**src/shared/fsplu_defs.svh**
```systemverilog
`ifndef FSPLU_DEFS_SVH
`define FSPLU_DEFS_SVH

// APB register byte offsets
`define FSPLU_OFF_TBLPG      12'h000
`define FSPLU_OFF_WINPG      12'h004
`define FSPLU_OFF_NVCTL      12'h008
`define FSPLU_OFF_KEY        12'h00c
`define FSPLU_OFF_ADDR       12'h010
`define FSPLU_OFF_WDATA      12'h014
`define FSPLU_OFF_ACC        12'h018
`define FSPLU_OFF_RDATA      12'h01c
`define FSPLU_OFF_STAT       12'h020
`define FSPLU_OFF_OPCNT      12'h024

// Control register fields
`define FSPLU_CTL_START_BIT  15
`define FSPLU_CTL_ERASE_BIT  6
`define FSPLU_CTL_OP_LSB     0
`define FSPLU_CTL_RESET      16'h0000

// Access register fields
`define FSPLU_ACC_GO_BIT     0
`define FSPLU_ACC_WR_BIT     1
`define FSPLU_ACC_WIN_BIT    2

// Unlock key values
`define FSPLU_KEY_FIRST      8'h55
`define FSPLU_KEY_SECOND     8'haa

// Geometry
`define FSPLU_ROW_WORDS      64
`define FSPLU_ROW_BYTES      192
`define FSPLU_BLK_ROWS       8
`define FSPLU_BLK_WORDS      512
`define FSPLU_BLK_BYTES      1536
`define FSPLU_ERASED_WORD    24'hffffff

// Table write occupies two instruction cycles
`define FSPLU_TBLWR_CYCLES   2
// Default flash operation duration in clock cycles
`define FSPLU_OP_CYCLES      64

`endif

```
**src/shared/fsplu_pkg.sv**
```systemverilog
`default_nettype none
package fsplu_pkg;
    typedef enum logic [1:0] {
        FSPLU_ST_IDLE  = 2'b00,
        FSPLU_ST_TBL   = 2'b01,
        FSPLU_ST_BUSY  = 2'b10
    } fsplu_state_t;

    typedef enum logic [1:0] {
        FSPLU_OP_WORD  = 2'b00,
        FSPLU_OP_ROW   = 2'b01,
        FSPLU_OP_BLOCK = 2'b10,
        FSPLU_OP_NONE  = 2'b11
    } fsplu_op_t;
endpackage
`default_nettype wire

```
**src/shared/fsplu_latch_if.sv**
```systemverilog
`timescale 1ns/100ps
`default_nettype none
// Latch array port between sequencer and holding latches
interface fsplu_latch_if;
    logic        wr;
    logic [5:0]  idx;
    logic [23:0] wdata;
    logic [5:0]  ridx;
    logic [23:0] rdata;
    modport master (output wr, output idx, output wdata, output ridx, input rdata);
    modport slave  (input wr, input idx, input wdata, input ridx, output rdata);
endinterface
`default_nettype wire

```
**src/fsplu_key.sv**
```systemverilog
`timescale 1ns/100ps
`default_nettype none
`include "fsplu_defs.svh"
module fsplu_key (
    input  wire logic       clk,
    input  wire logic       rst_n,
    input  wire logic       key_wr,
    input  wire logic       other_wr,
    input  wire logic [7:0] key_data,
    input  wire logic       consume,
    output logic            armed
);
    logic first_ff;
    logic armed_ff;

    always_ff @(posedge clk or negedge rst_n) begin
        if (!rst_n) begin
            first_ff <= 1'b0;
            armed_ff <= 1'b0;
        end else if (consume) begin
            first_ff <= 1'b0;
            armed_ff <= 1'b0;
        end else if (key_wr) begin
            first_ff <= (key_data == `FSPLU_KEY_FIRST);
            armed_ff <= first_ff && (key_data == `FSPLU_KEY_SECOND);
        end else if (other_wr) begin
            first_ff <= 1'b0;
            armed_ff <= armed_ff;
        end
    end

    assign armed = armed_ff;
endmodule // fsplu_key
`default_nettype wire

```
**src/fsplu_latches.sv**
```systemverilog
`timescale 1ns/100ps
`default_nettype none
`include "fsplu_defs.svh"
module fsplu_latches #(
    parameter int ROW_WORDS = `FSPLU_ROW_WORDS
) (
    input  wire logic          clk,
    fsplu_latch_if.slave       lat
);
    // No reset: latches power up unknown, software fills unused ones
    logic [23:0] mem_ff [ROW_WORDS];

    // Last write to a latch wins, any order
    always_ff @(posedge clk) begin
        if (lat.wr) begin
            mem_ff[lat.idx] <= lat.wdata;
        end
    end

    assign lat.rdata = mem_ff[lat.ridx];
endmodule // fsplu_latches
`default_nettype wire

```
**src/fsplu_top.sv**
```systemverilog
// Notes on behaviour
// - Window reads take address bit 15 from window page bit 0
// - Table accesses need no alignment; configuration space reads allowed
// - Rows hold 64 instruction words, 192 program bytes
// - Operations: erase eight-row block, program row, program a row's first word from latch 0
// - Blocks align to 1536 bytes, rows to 192 bytes
// - Table writes fill latches only until programming runs
// - Row write succeeds with any number of loaded latches
// - Latches take any order; latest write replaces earlier
// - Table write completes as latch write in two cycles
// - Each programming cycle commits at most one row
// - Control register selects erase/program kind, holds start bit
// - Unlock key register is write-only protection
// - Start requires consecutive key writes 55h then AAh
// - Start bit 15 launches, clears itself when done
// - Processor stalls while erase or program runs
`timescale 1ns/100ps
`default_nettype none
`include "fsplu_defs.svh"
module fsplu_top #(
    parameter int OP_CYCLES = `FSPLU_OP_CYCLES
) (
    input  wire logic        REF_CLK,
    input  wire logic        RST_N,
    input  wire logic        PSEL,
    input  wire logic        PENABLE,
    input  wire logic        PWRITE,
    input  wire logic [11:0] PADDR,
    input  wire logic [31:0] PWDATA,
    output logic [31:0]      PRDATA,
    output logic             PREADY,
    output logic             PSLVERR,
    output logic [23:0]      FL_ADDR,
    output logic [23:0]      FL_WDATA,
    output logic             FL_PROG,
    output logic             FL_ERASE,
    output logic             FL_RD,
    input  wire logic [23:0] FL_RDATA,
    output logic             CPU_STALL
);
    ////////////////////////////////////////////////////////////////////
    // Reset release
    logic rst_meta_ff;
    logic rst_n_ff;
    always_ff @(posedge REF_CLK or negedge RST_N) begin
        if (!RST_N) begin
            rst_meta_ff <= 1'b0;
            rst_n_ff    <= 1'b0;
        end else begin
            rst_meta_ff <= 1'b1;
            rst_n_ff    <= rst_meta_ff;
        end
    end
    logic rst_n;
    assign rst_n = rst_n_ff;

    ////////////////////////////////////////////////////////////////////
    // APB decode
    logic wr_en;
    logic rd_en;
    logic mapped;
    fsplu_pkg::fsplu_state_t state_ff;
    logic busy;
    assign busy  = (state_ff != fsplu_pkg::FSPLU_ST_IDLE);
    // Writes and flash read strobes are dropped while busy; the access phase does not wait
    assign wr_en = PSEL && PENABLE && PWRITE && !busy;
    assign rd_en = PSEL && PENABLE && !PWRITE && !busy;
    always_comb begin
        unique case (PADDR)
            `FSPLU_OFF_TBLPG, `FSPLU_OFF_WINPG, `FSPLU_OFF_NVCTL, `FSPLU_OFF_KEY,
            `FSPLU_OFF_ADDR, `FSPLU_OFF_WDATA, `FSPLU_OFF_ACC, `FSPLU_OFF_RDATA,
            `FSPLU_OFF_STAT, `FSPLU_OFF_OPCNT: mapped = 1'b1;
            default: mapped = 1'b0;
        endcase
    end

    ////////////////////////////////////////////////////////////////////
    // Software-visible registers
    logic [7:0]  tblpg_ff;
    logic [7:0]  winpg_ff;
    logic [15:0] ctl_ff;
    logic [15:0] ea_ff;
    logic [23:0] wdata_ff;
    logic [23:0] rdata_ff;
    logic [15:0] opcnt_ff;
    logic        refused_ff;
    logic        done;
    logic        armed;
    logic        start_req;
    logic        key_wr;

    assign key_wr    = wr_en && (PADDR == `FSPLU_OFF_KEY);
    assign start_req = wr_en && (PADDR == `FSPLU_OFF_NVCTL) && PWDATA[`FSPLU_CTL_START_BIT];

    // Page and address registers
    always_ff @(posedge REF_CLK or negedge rst_n) begin
        if (!rst_n) begin
            tblpg_ff <= 8'h00;
            winpg_ff <= 8'h00;
            ea_ff    <= 16'h0000;
            wdata_ff <= 24'h000000;
        end else if (wr_en) begin
            if (PADDR == `FSPLU_OFF_TBLPG) tblpg_ff <= PWDATA[7:0];
            if (PADDR == `FSPLU_OFF_WINPG) winpg_ff <= PWDATA[7:0];
            if (PADDR == `FSPLU_OFF_ADDR)  ea_ff    <= PWDATA[15:0];
            if (PADDR == `FSPLU_OFF_WDATA) wdata_ff <= PWDATA[23:0];
        end
    end

    always_ff @(posedge REF_CLK or negedge rst_n) begin
        if (!rst_n) begin
            ctl_ff     <= `FSPLU_CTL_RESET;
            refused_ff <= 1'b0;
        end else if (done) begin
            ctl_ff[`FSPLU_CTL_START_BIT] <= 1'b0;
        end else if (wr_en && PADDR == `FSPLU_OFF_NVCTL) begin
            ctl_ff     <= {PWDATA[15] && armed, PWDATA[14:0]};
            refused_ff <= start_req && !armed;
        end
    end

    ////////////////////////////////////////////////////////////////////
    // Unlock key, write-only
    // key only gates start
    fsplu_key u_key (
        .clk      (REF_CLK),
        .rst_n    (rst_n),
        .key_wr   (key_wr),
        .other_wr (wr_en && !key_wr),
        .key_data (PWDATA[7:0]),
        .consume  (start_req),
        .armed    (armed)
    );

    ////////////////////////////////////////////////////////////////////
    // Holding latches
    fsplu_latch_if lat ();
    fsplu_latches #(.ROW_WORDS(`FSPLU_ROW_WORDS)) u_lat (
        .clk (REF_CLK),
        .lat (lat)
    );

    logic [23:0] tbl_addr;
    logic [23:0] win_addr;
    assign tbl_addr = {tblpg_ff, ea_ff};
    assign win_addr = {1'b0, winpg_ff, ea_ff[14:0]};

    // Address offset within the 192-byte row (2 address units per word)
    logic [23:0] row_off;
    assign row_off = tbl_addr % 24'(`FSPLU_ROW_WORDS * 2);

    ////////////////////////////////////////////////////////////////////
    // Sequencer
    logic        acc_go;
    logic        acc_wr;
    logic        acc_win;
    logic [1:0]  tcnt_ff;
    logic [15:0] ocnt_ff;
    logic [6:0]  rcnt_ff;
    logic [23:0] base_ff;
    fsplu_pkg::fsplu_op_t op_ff;
    assign acc_go  = wr_en && (PADDR == `FSPLU_OFF_ACC) && PWDATA[`FSPLU_ACC_GO_BIT];
    assign acc_wr  = PWDATA[`FSPLU_ACC_WR_BIT];
    assign acc_win = PWDATA[`FSPLU_ACC_WIN_BIT];
    assign done    = (state_ff == fsplu_pkg::FSPLU_ST_BUSY) && (ocnt_ff == 16'h0000);

    // no alignment check on table access
    assign lat.wr    = acc_go && acc_wr && !acc_win;
    assign lat.idx   = row_off[6:1];
    assign lat.wdata = wdata_ff;
    assign lat.ridx  = rcnt_ff[5:0];

    always_ff @(posedge REF_CLK or negedge rst_n) begin
        if (!rst_n) begin
            state_ff <= fsplu_pkg::FSPLU_ST_IDLE;
            tcnt_ff  <= 2'd0;
            ocnt_ff  <= 16'h0000;
            op_ff    <= fsplu_pkg::FSPLU_OP_NONE;
            base_ff  <= 24'h000000;
            rcnt_ff  <= 7'd0;
            opcnt_ff <= 16'h0000;
        end else begin
            unique case (state_ff)
                fsplu_pkg::FSPLU_ST_IDLE: begin
                    if (lat.wr) begin
                        state_ff <= fsplu_pkg::FSPLU_ST_TBL;
                        tcnt_ff  <= 2'(`FSPLU_TBLWR_CYCLES - 1);
                    end else if (start_req && armed) begin
                        state_ff <= fsplu_pkg::FSPLU_ST_BUSY;
                        ocnt_ff  <= 16'(OP_CYCLES - 1);
                        rcnt_ff  <= 7'd0;
                        op_ff    <= PWDATA[`FSPLU_CTL_ERASE_BIT]
                                    ? fsplu_pkg::FSPLU_OP_BLOCK
                                    : fsplu_pkg::fsplu_op_t'(PWDATA[1:0]);
                        base_ff  <= PWDATA[`FSPLU_CTL_ERASE_BIT]
                                    ? tbl_addr - tbl_addr % 24'(`FSPLU_BLK_WORDS * 2)
                                    : tbl_addr - row_off;
                    end
                end
                fsplu_pkg::FSPLU_ST_TBL: begin
                    tcnt_ff <= tcnt_ff - 2'd1;
                    if (tcnt_ff == 2'd1) state_ff <= fsplu_pkg::FSPLU_ST_IDLE;
                end
                fsplu_pkg::FSPLU_ST_BUSY: begin
                    ocnt_ff <= ocnt_ff - 16'h0001;
                    if (rcnt_ff != 7'(`FSPLU_ROW_WORDS)) rcnt_ff <= rcnt_ff + 7'd1;
                    if (done) begin
                        state_ff <= fsplu_pkg::FSPLU_ST_IDLE;
                        opcnt_ff <= opcnt_ff + 16'h0001;
                    end
                end
                default: state_ff <= fsplu_pkg::FSPLU_ST_IDLE;
            endcase
        end
    end

    ////////////////////////////////////////////////////////////////////
    // Flash array strobes, all registered
    // row of 64 words
    always_ff @(posedge REF_CLK or negedge rst_n) begin
        if (!rst_n) begin
            FL_ADDR  <= 24'h000000;
            FL_WDATA <= 24'h000000;
            FL_PROG  <= 1'b0;
            FL_ERASE <= 1'b0;
            FL_RD    <= 1'b0;
        end else begin
            FL_PROG  <= 1'b0;
            FL_ERASE <= 1'b0;
            FL_RD    <= 1'b0;
            if (state_ff == fsplu_pkg::FSPLU_ST_BUSY && rcnt_ff < 7'(`FSPLU_ROW_WORDS)) begin
                FL_ADDR  <= base_ff + {16'h0000, rcnt_ff, 1'b0};
                FL_WDATA <= lat.rdata;
                unique case (op_ff)
                    fsplu_pkg::FSPLU_OP_WORD:  FL_PROG  <= (rcnt_ff == 7'd0);
                    fsplu_pkg::FSPLU_OP_ROW:   FL_PROG  <= 1'b1;
                    fsplu_pkg::FSPLU_OP_BLOCK: FL_ERASE <= (rcnt_ff == 7'd0);
                    fsplu_pkg::FSPLU_OP_NONE:  FL_PROG  <= 1'b0;
                endcase
            end else if (rd_en && PADDR == `FSPLU_OFF_RDATA) begin
                FL_ADDR <= ctl_ff[`FSPLU_CTL_OP_LSB + 2] ? win_addr : tbl_addr;
                FL_RD   <= 1'b1;
            end
        end
    end

    // Latest flash read data; the array answers one edge after the strobe
    logic rd_pend_ff;
    always_ff @(posedge REF_CLK or negedge rst_n) begin
        if (!rst_n) begin
            rd_pend_ff <= 1'b0;
            rdata_ff   <= 24'h000000;
        end else begin
            rd_pend_ff <= FL_RD;
            if (rd_pend_ff) rdata_ff <= FL_RDATA;
        end
    end

    ////////////////////////////////////////////////////////////////////
    // APB answer, registered from the setup phase, whether busy or idle
    // stall in the BUSY state only, not during table writes
    always_ff @(posedge REF_CLK or negedge rst_n) begin
        if (!rst_n) begin
            PRDATA    <= 32'h00000000;
            PREADY    <= 1'b0;
            PSLVERR   <= 1'b0;
            CPU_STALL <= 1'b0;
        end else begin
            CPU_STALL <= (state_ff == fsplu_pkg::FSPLU_ST_BUSY);
            PREADY    <= PSEL && !PENABLE;
            PSLVERR   <= PSEL && !PENABLE && !mapped;
            if (PSEL && !PENABLE && !PWRITE) begin
                unique case (PADDR)
                    `FSPLU_OFF_TBLPG: PRDATA <= {24'h000000, tblpg_ff};
                    `FSPLU_OFF_WINPG: PRDATA <= {24'h000000, winpg_ff};
                    `FSPLU_OFF_NVCTL: PRDATA <= {16'h0000, ctl_ff};
                    `FSPLU_OFF_ADDR:  PRDATA <= {16'h0000, ea_ff};
                    `FSPLU_OFF_WDATA: PRDATA <= {8'h00, wdata_ff};
                    `FSPLU_OFF_RDATA: PRDATA <= {8'h00, rdata_ff};
                    `FSPLU_OFF_STAT:  PRDATA <= {29'h0, refused_ff, armed, busy};
                    `FSPLU_OFF_OPCNT: PRDATA <= {16'h0000, opcnt_ff};
                    default:          PRDATA <= 32'h00000000;
                endcase
            end
        end
    end
endmodule // fsplu_top
`default_nettype wire
```
**config.mk**
```make
export PLATFORM = sky130hd
export DESIGN_NAME = fsplu_top
export DESIGN_NICKNAME = d
export VERILOG_FILES = /design/src/shared/fsplu_pkg.sv /design/src/shared/fsplu_latch_if.sv /design/src/fsplu_key.sv /design/src/fsplu_latches.sv /design/src/fsplu_top.sv
export VERILOG_INCLUDE_DIRS = /design/src /design/src/shared
export SDC_FILE = /design/constraint.sdc
export NUM_CORES = 2
export LEC_CHECK = 0
export ABC_AREA = 1
export BUFFER_PORTS_ARGS = -buffer_cell sky130_fd_sc_hd__buf_2
export CELL_PAD_IN_SITES_DETAIL_PLACEMENT = 1
export CELL_PAD_IN_SITES_GLOBAL_PLACEMENT = 1
export CORE_ASPECT_RATIO = 0.75
export CORE_MARGIN = 8
export CORE_UTILIZATION = 45
export DETAILED_ROUTE_END_ITERATION = 7
export GPL_TIMING_DRIVEN = 0
export HOLD_SLACK_MARGIN = 0.08
export PLACE_DENSITY_LB_ADDON = 0.1
export SYNTH_ARGS = -nofsm -noshare
export SYNTH_HDL_FRONTEND = slang
export SYNTH_SLANG_ARGS = --single-unit
export TNS_END_PERCENT = 30
```
**constraint.sdc**
```tcl
create_clock -name REF_CLK -period 6.6 [get_ports REF_CLK]
set_input_delay 0.99 -clock REF_CLK [delete_from_list [all_inputs] [get_ports REF_CLK]]
set_output_delay 0.99 -clock REF_CLK [all_outputs]
set_load 0.01 [all_outputs]
```
==> out/results.ini <==
[outcome]
status = complete, but fails checks
failed_checks = design-rule violations, max-capacitance violations, max-slew violations

[global_routing]
grt_max_degree = 65
grt-ovfl-total = 0
grt_pass1_wl_um = 433800
track_usage_pct = 32.78
grt_pass1_vias = 60210
antenna_found_initial = 29

[place]
hpwl_um = 216800
port_buffers = 142
gp_congestion = 0.9728
post-place-cells = 10164
dp_slack_ns = 1.824

[cts]
post-cts-setup-buffer-count = 0
numCtsBuffers = 179
cts.sinks = 1778
cts_max_level = 4
cts-root-buf = clkbuf_16
cts-resized-gates = 0
clkTransAtPathRegs_ns = 0.06
clk_latency_ns = 0.84
clock_path_buffers = 3
cts_tree = done

[finish]
fillers = 18724
final_cell_count_no_fill = 10505
syn_to_final_growth_pct = 15.34
final_nets = 8166
drive_gt1_share_pct = 9.943

[drt]
routedWlPerCell_um = 29.48
drt_first_pass_iters = 8
met3_wirelength_um = 34950
route.met2.wl_um = 132800
top_layer = met5
wl_met1_um = 127800
vias_per_cell = 5.657
ant_nets = 0
drtIter0Drc = 7698
drc_errors = 2
wl_um = 309700
via_count = 59423

[floorplanning]
start_util_pct = 45.24
die-area_sq_um = 184300
die_y_um = 373.8
core_area_sq_um = 169800
die_w_um = 493.1
io_pins = 159
core.rowCount = 131

[power_and_ir_drop]
p_per_area_nw_per_um2 = 255.8
ir_drop_mv = 0.3095
power.leakage_uw = 0.03612

[worst_setup_path]
critical-path-max-stage-delay_ns = 1.26
r2r_setup_slack_ns = 1.68
r2r_start = rcnt_ff[0]
cp-end-kind = flop
cp-start-kind = flop
path_max_fanout = 11
required_ns = 7.29
crit_path_cell_trace = buf_4, buf_2, buf_2, buf_2, nand2_1, nand3_1, nand2_1, nand2_1, nand2_1, o21ai_0, nand3_1, nor2_1, nor2_1
cp_slowest_cell = o21ai_0
cp_data_arrival_time_ns = 5.62
reg2reg_depth = 13
crit_top_cell = nand2_1
r2r-end = FL_WDATA[9]
crit_type = reg2reg

[timing]
setup_slack_ns = 1.677
relSlewSlack_pct = -12.49
worst_pin_slew_ns = 1.670
slew_viol_final = 13
whs_ns = 0.3594
grt_setup_unrepaired = no
fmax_mhz = 203.1
fin_skew_ns = 0.02605
finalHoldViolCount = 0
fin_crit_ns = 4.923
finalSetupViolCount = 0
fin_crit_sh_pct = 74.59

[yosys]
async_reset_ff_share_pct = 13.61
synth_top_area_share_pct = 60.04
synth_most_common_cell = nand2_1
yosys.area.top_type = edfxtp_1
syn_area_sq_um = 76820
ys.flop_type = edfxtp_1
synth_area_per_cell_sq_um = 10.01
synth.distinct_cells = 44
ys_seq_elements = 1778
synthTopCellsByArea = edfxtp_1, nand2_1, dfrtp_1, inv_1, nand3_1
synth_common_cells = nand2_1, edfxtp_1, inv_1, nor2_1, nand3_1
synthesis.instances = 7672
yosysSeqAreaShare_pct = 67.93
synth_edf_count = 1536
yosysWarnings = 0

[worst_hold_path]
hold_path_class = reg2reg
min_from = rst_meta_ff
whs_path_depth = 0
min_to = rst_n

[job]
drv_cap = 2

## state kept, by name, summed over array words and instances (netlist names), 7 cells and up
| signal | cells |
|---|---|
| rdata_ff | 24 |
| FL_WDATA | 24 |
| u_lat.mem_ff | 1536 |
| PRDATA | 24 |
| rcnt_ff | 7 |
| FL_ADDR | 24 |
| ctl_ff | 16 |
| base_ff | 17 |
| tblpg_ff | 8 |
| ocnt_ff | 16 |
| winpg_ff | 8 |
| lat.wdata | 24 |
| opcnt_ff | 16 |
| ea_ff | 16 |
## cells by family after synthesis
kind of cell	Yosys count	synth area share, %
simple gates	3861	20.05
flops	1778	67.93
buf+inv	1376	7.305
compound gates	625	4.321
xor+xnor	22	0.2508
fa+ha+maj	8	0.1303
other cells	2	0.009777
## worst max-delay path: cells and delay by family (launching register included)
kind / cells / cell delay, ns
AO/OA/AOI/OAI: 1 / 1.26
flip-flops: 1 / 0.36
buffers and inverters: 4 / 1.75
AND/OR/NAND/NOR: 8 / 1.37
## area by class of cell
class	count	area, sq um	area share, %
clock buffers	238	4907	5.539
flip-flops and latches	1778	52280	59.00
multi-input cells	4526	19540	22.06
well taps	2261	2829	3.193
clock inverters	95	827.0	0.9335
inverters	1013	3802	4.292
repair buffers	224	2587	2.920
plain buffers	363	1809	2.042
diodes	7	17.52	0.01977
## routing by layer
metal	GRT usage (%)	vias to the layer above
met2	48.81	3034
li1	-	25617
met3	9.232	624
met5	0	-
met1	45.66	30144
met4	12.80	4
## cell usage in the layout (no fill, tap or decap), types with 8 or more instances in the layout
master     Yosys  routed
conb_1         2      10
dfrtp_4        0      25
or2_2         51      51
o211ai_1      49      49
dfrtp_1      240     215
ha_1           8       8
nand4_1       13      13
buf_4         47      47
o21ai_0      402     400
buf_2        119     261
bufinv_16      0      13
clkinv_1       4      42
clkbuf_16      0     184
nand2_1     2666    2666
nor3_1        22      22
xor2_1        21      21
nor2_1       578     512
clkbuf_1     146     190
edfxtp_1    1536    1536
inv_1       1004    1004
clkinv_2       0      33
clkbuf_8       0      10
o21ai_1       96      98
a21oi_1       46      46
buf_1         34      34
nor2_4         0      64
buf_6         16      16
o22ai_1       16      16
nand3_1      512     512
buf_16         0      34
buf_12         0      45
## where the power goes
| part | internal [uW] | total [uW] | switching, uW |
|---|---|---|---|
| Combinational | 69.3 | 299 | 229 |
| Clock | 5730 | 10300 | 4550 |
| Sequential | 12100 | 12100 | 19.1 |
## worst max path at each step
stage	start	to	slack, ns
2_1_floorplan	rst_n	CPU_STALL	2.63
3_3_place_gp	PADDR[11]	u_lat.mem_ff[17][7]	-0.09
3_5_place_dp	PADDR[9]	u_lat.mem_ff[14][18]	1.82
4_1_cts	rcnt_ff[0]	FL_WDATA[1]	1.93
5_1_grt	rcnt_ff[0]	FL_WDATA[9]	1.82
6_report	rcnt_ff[0]	FL_WDATA[9]	1.68
## per-stage QoR
step | util (%) | power, uW | cell area, sq um | setup TNS [ns]
floorplan | - | 12430 | 76850 | 0
global placement | 47.34 | 12590 | 80390 | -5.884
detailed placement | 48.78 | 12600 | 82830 | 0
CTS | 52.16 | 22700 | 88580 | 0
global route | 52.17 | 23090 | 88590 | 0
finish | 52.18 | 22660 | 88600 | 0
## timing repair
item / in CTS / in global routing
hold buffers: 1 / 0
endpoints found under the hold margin: 2 / 0
setup endpoints to repair: 0 / 0
No activity file was read; power rests on OpenSTA's default activity.
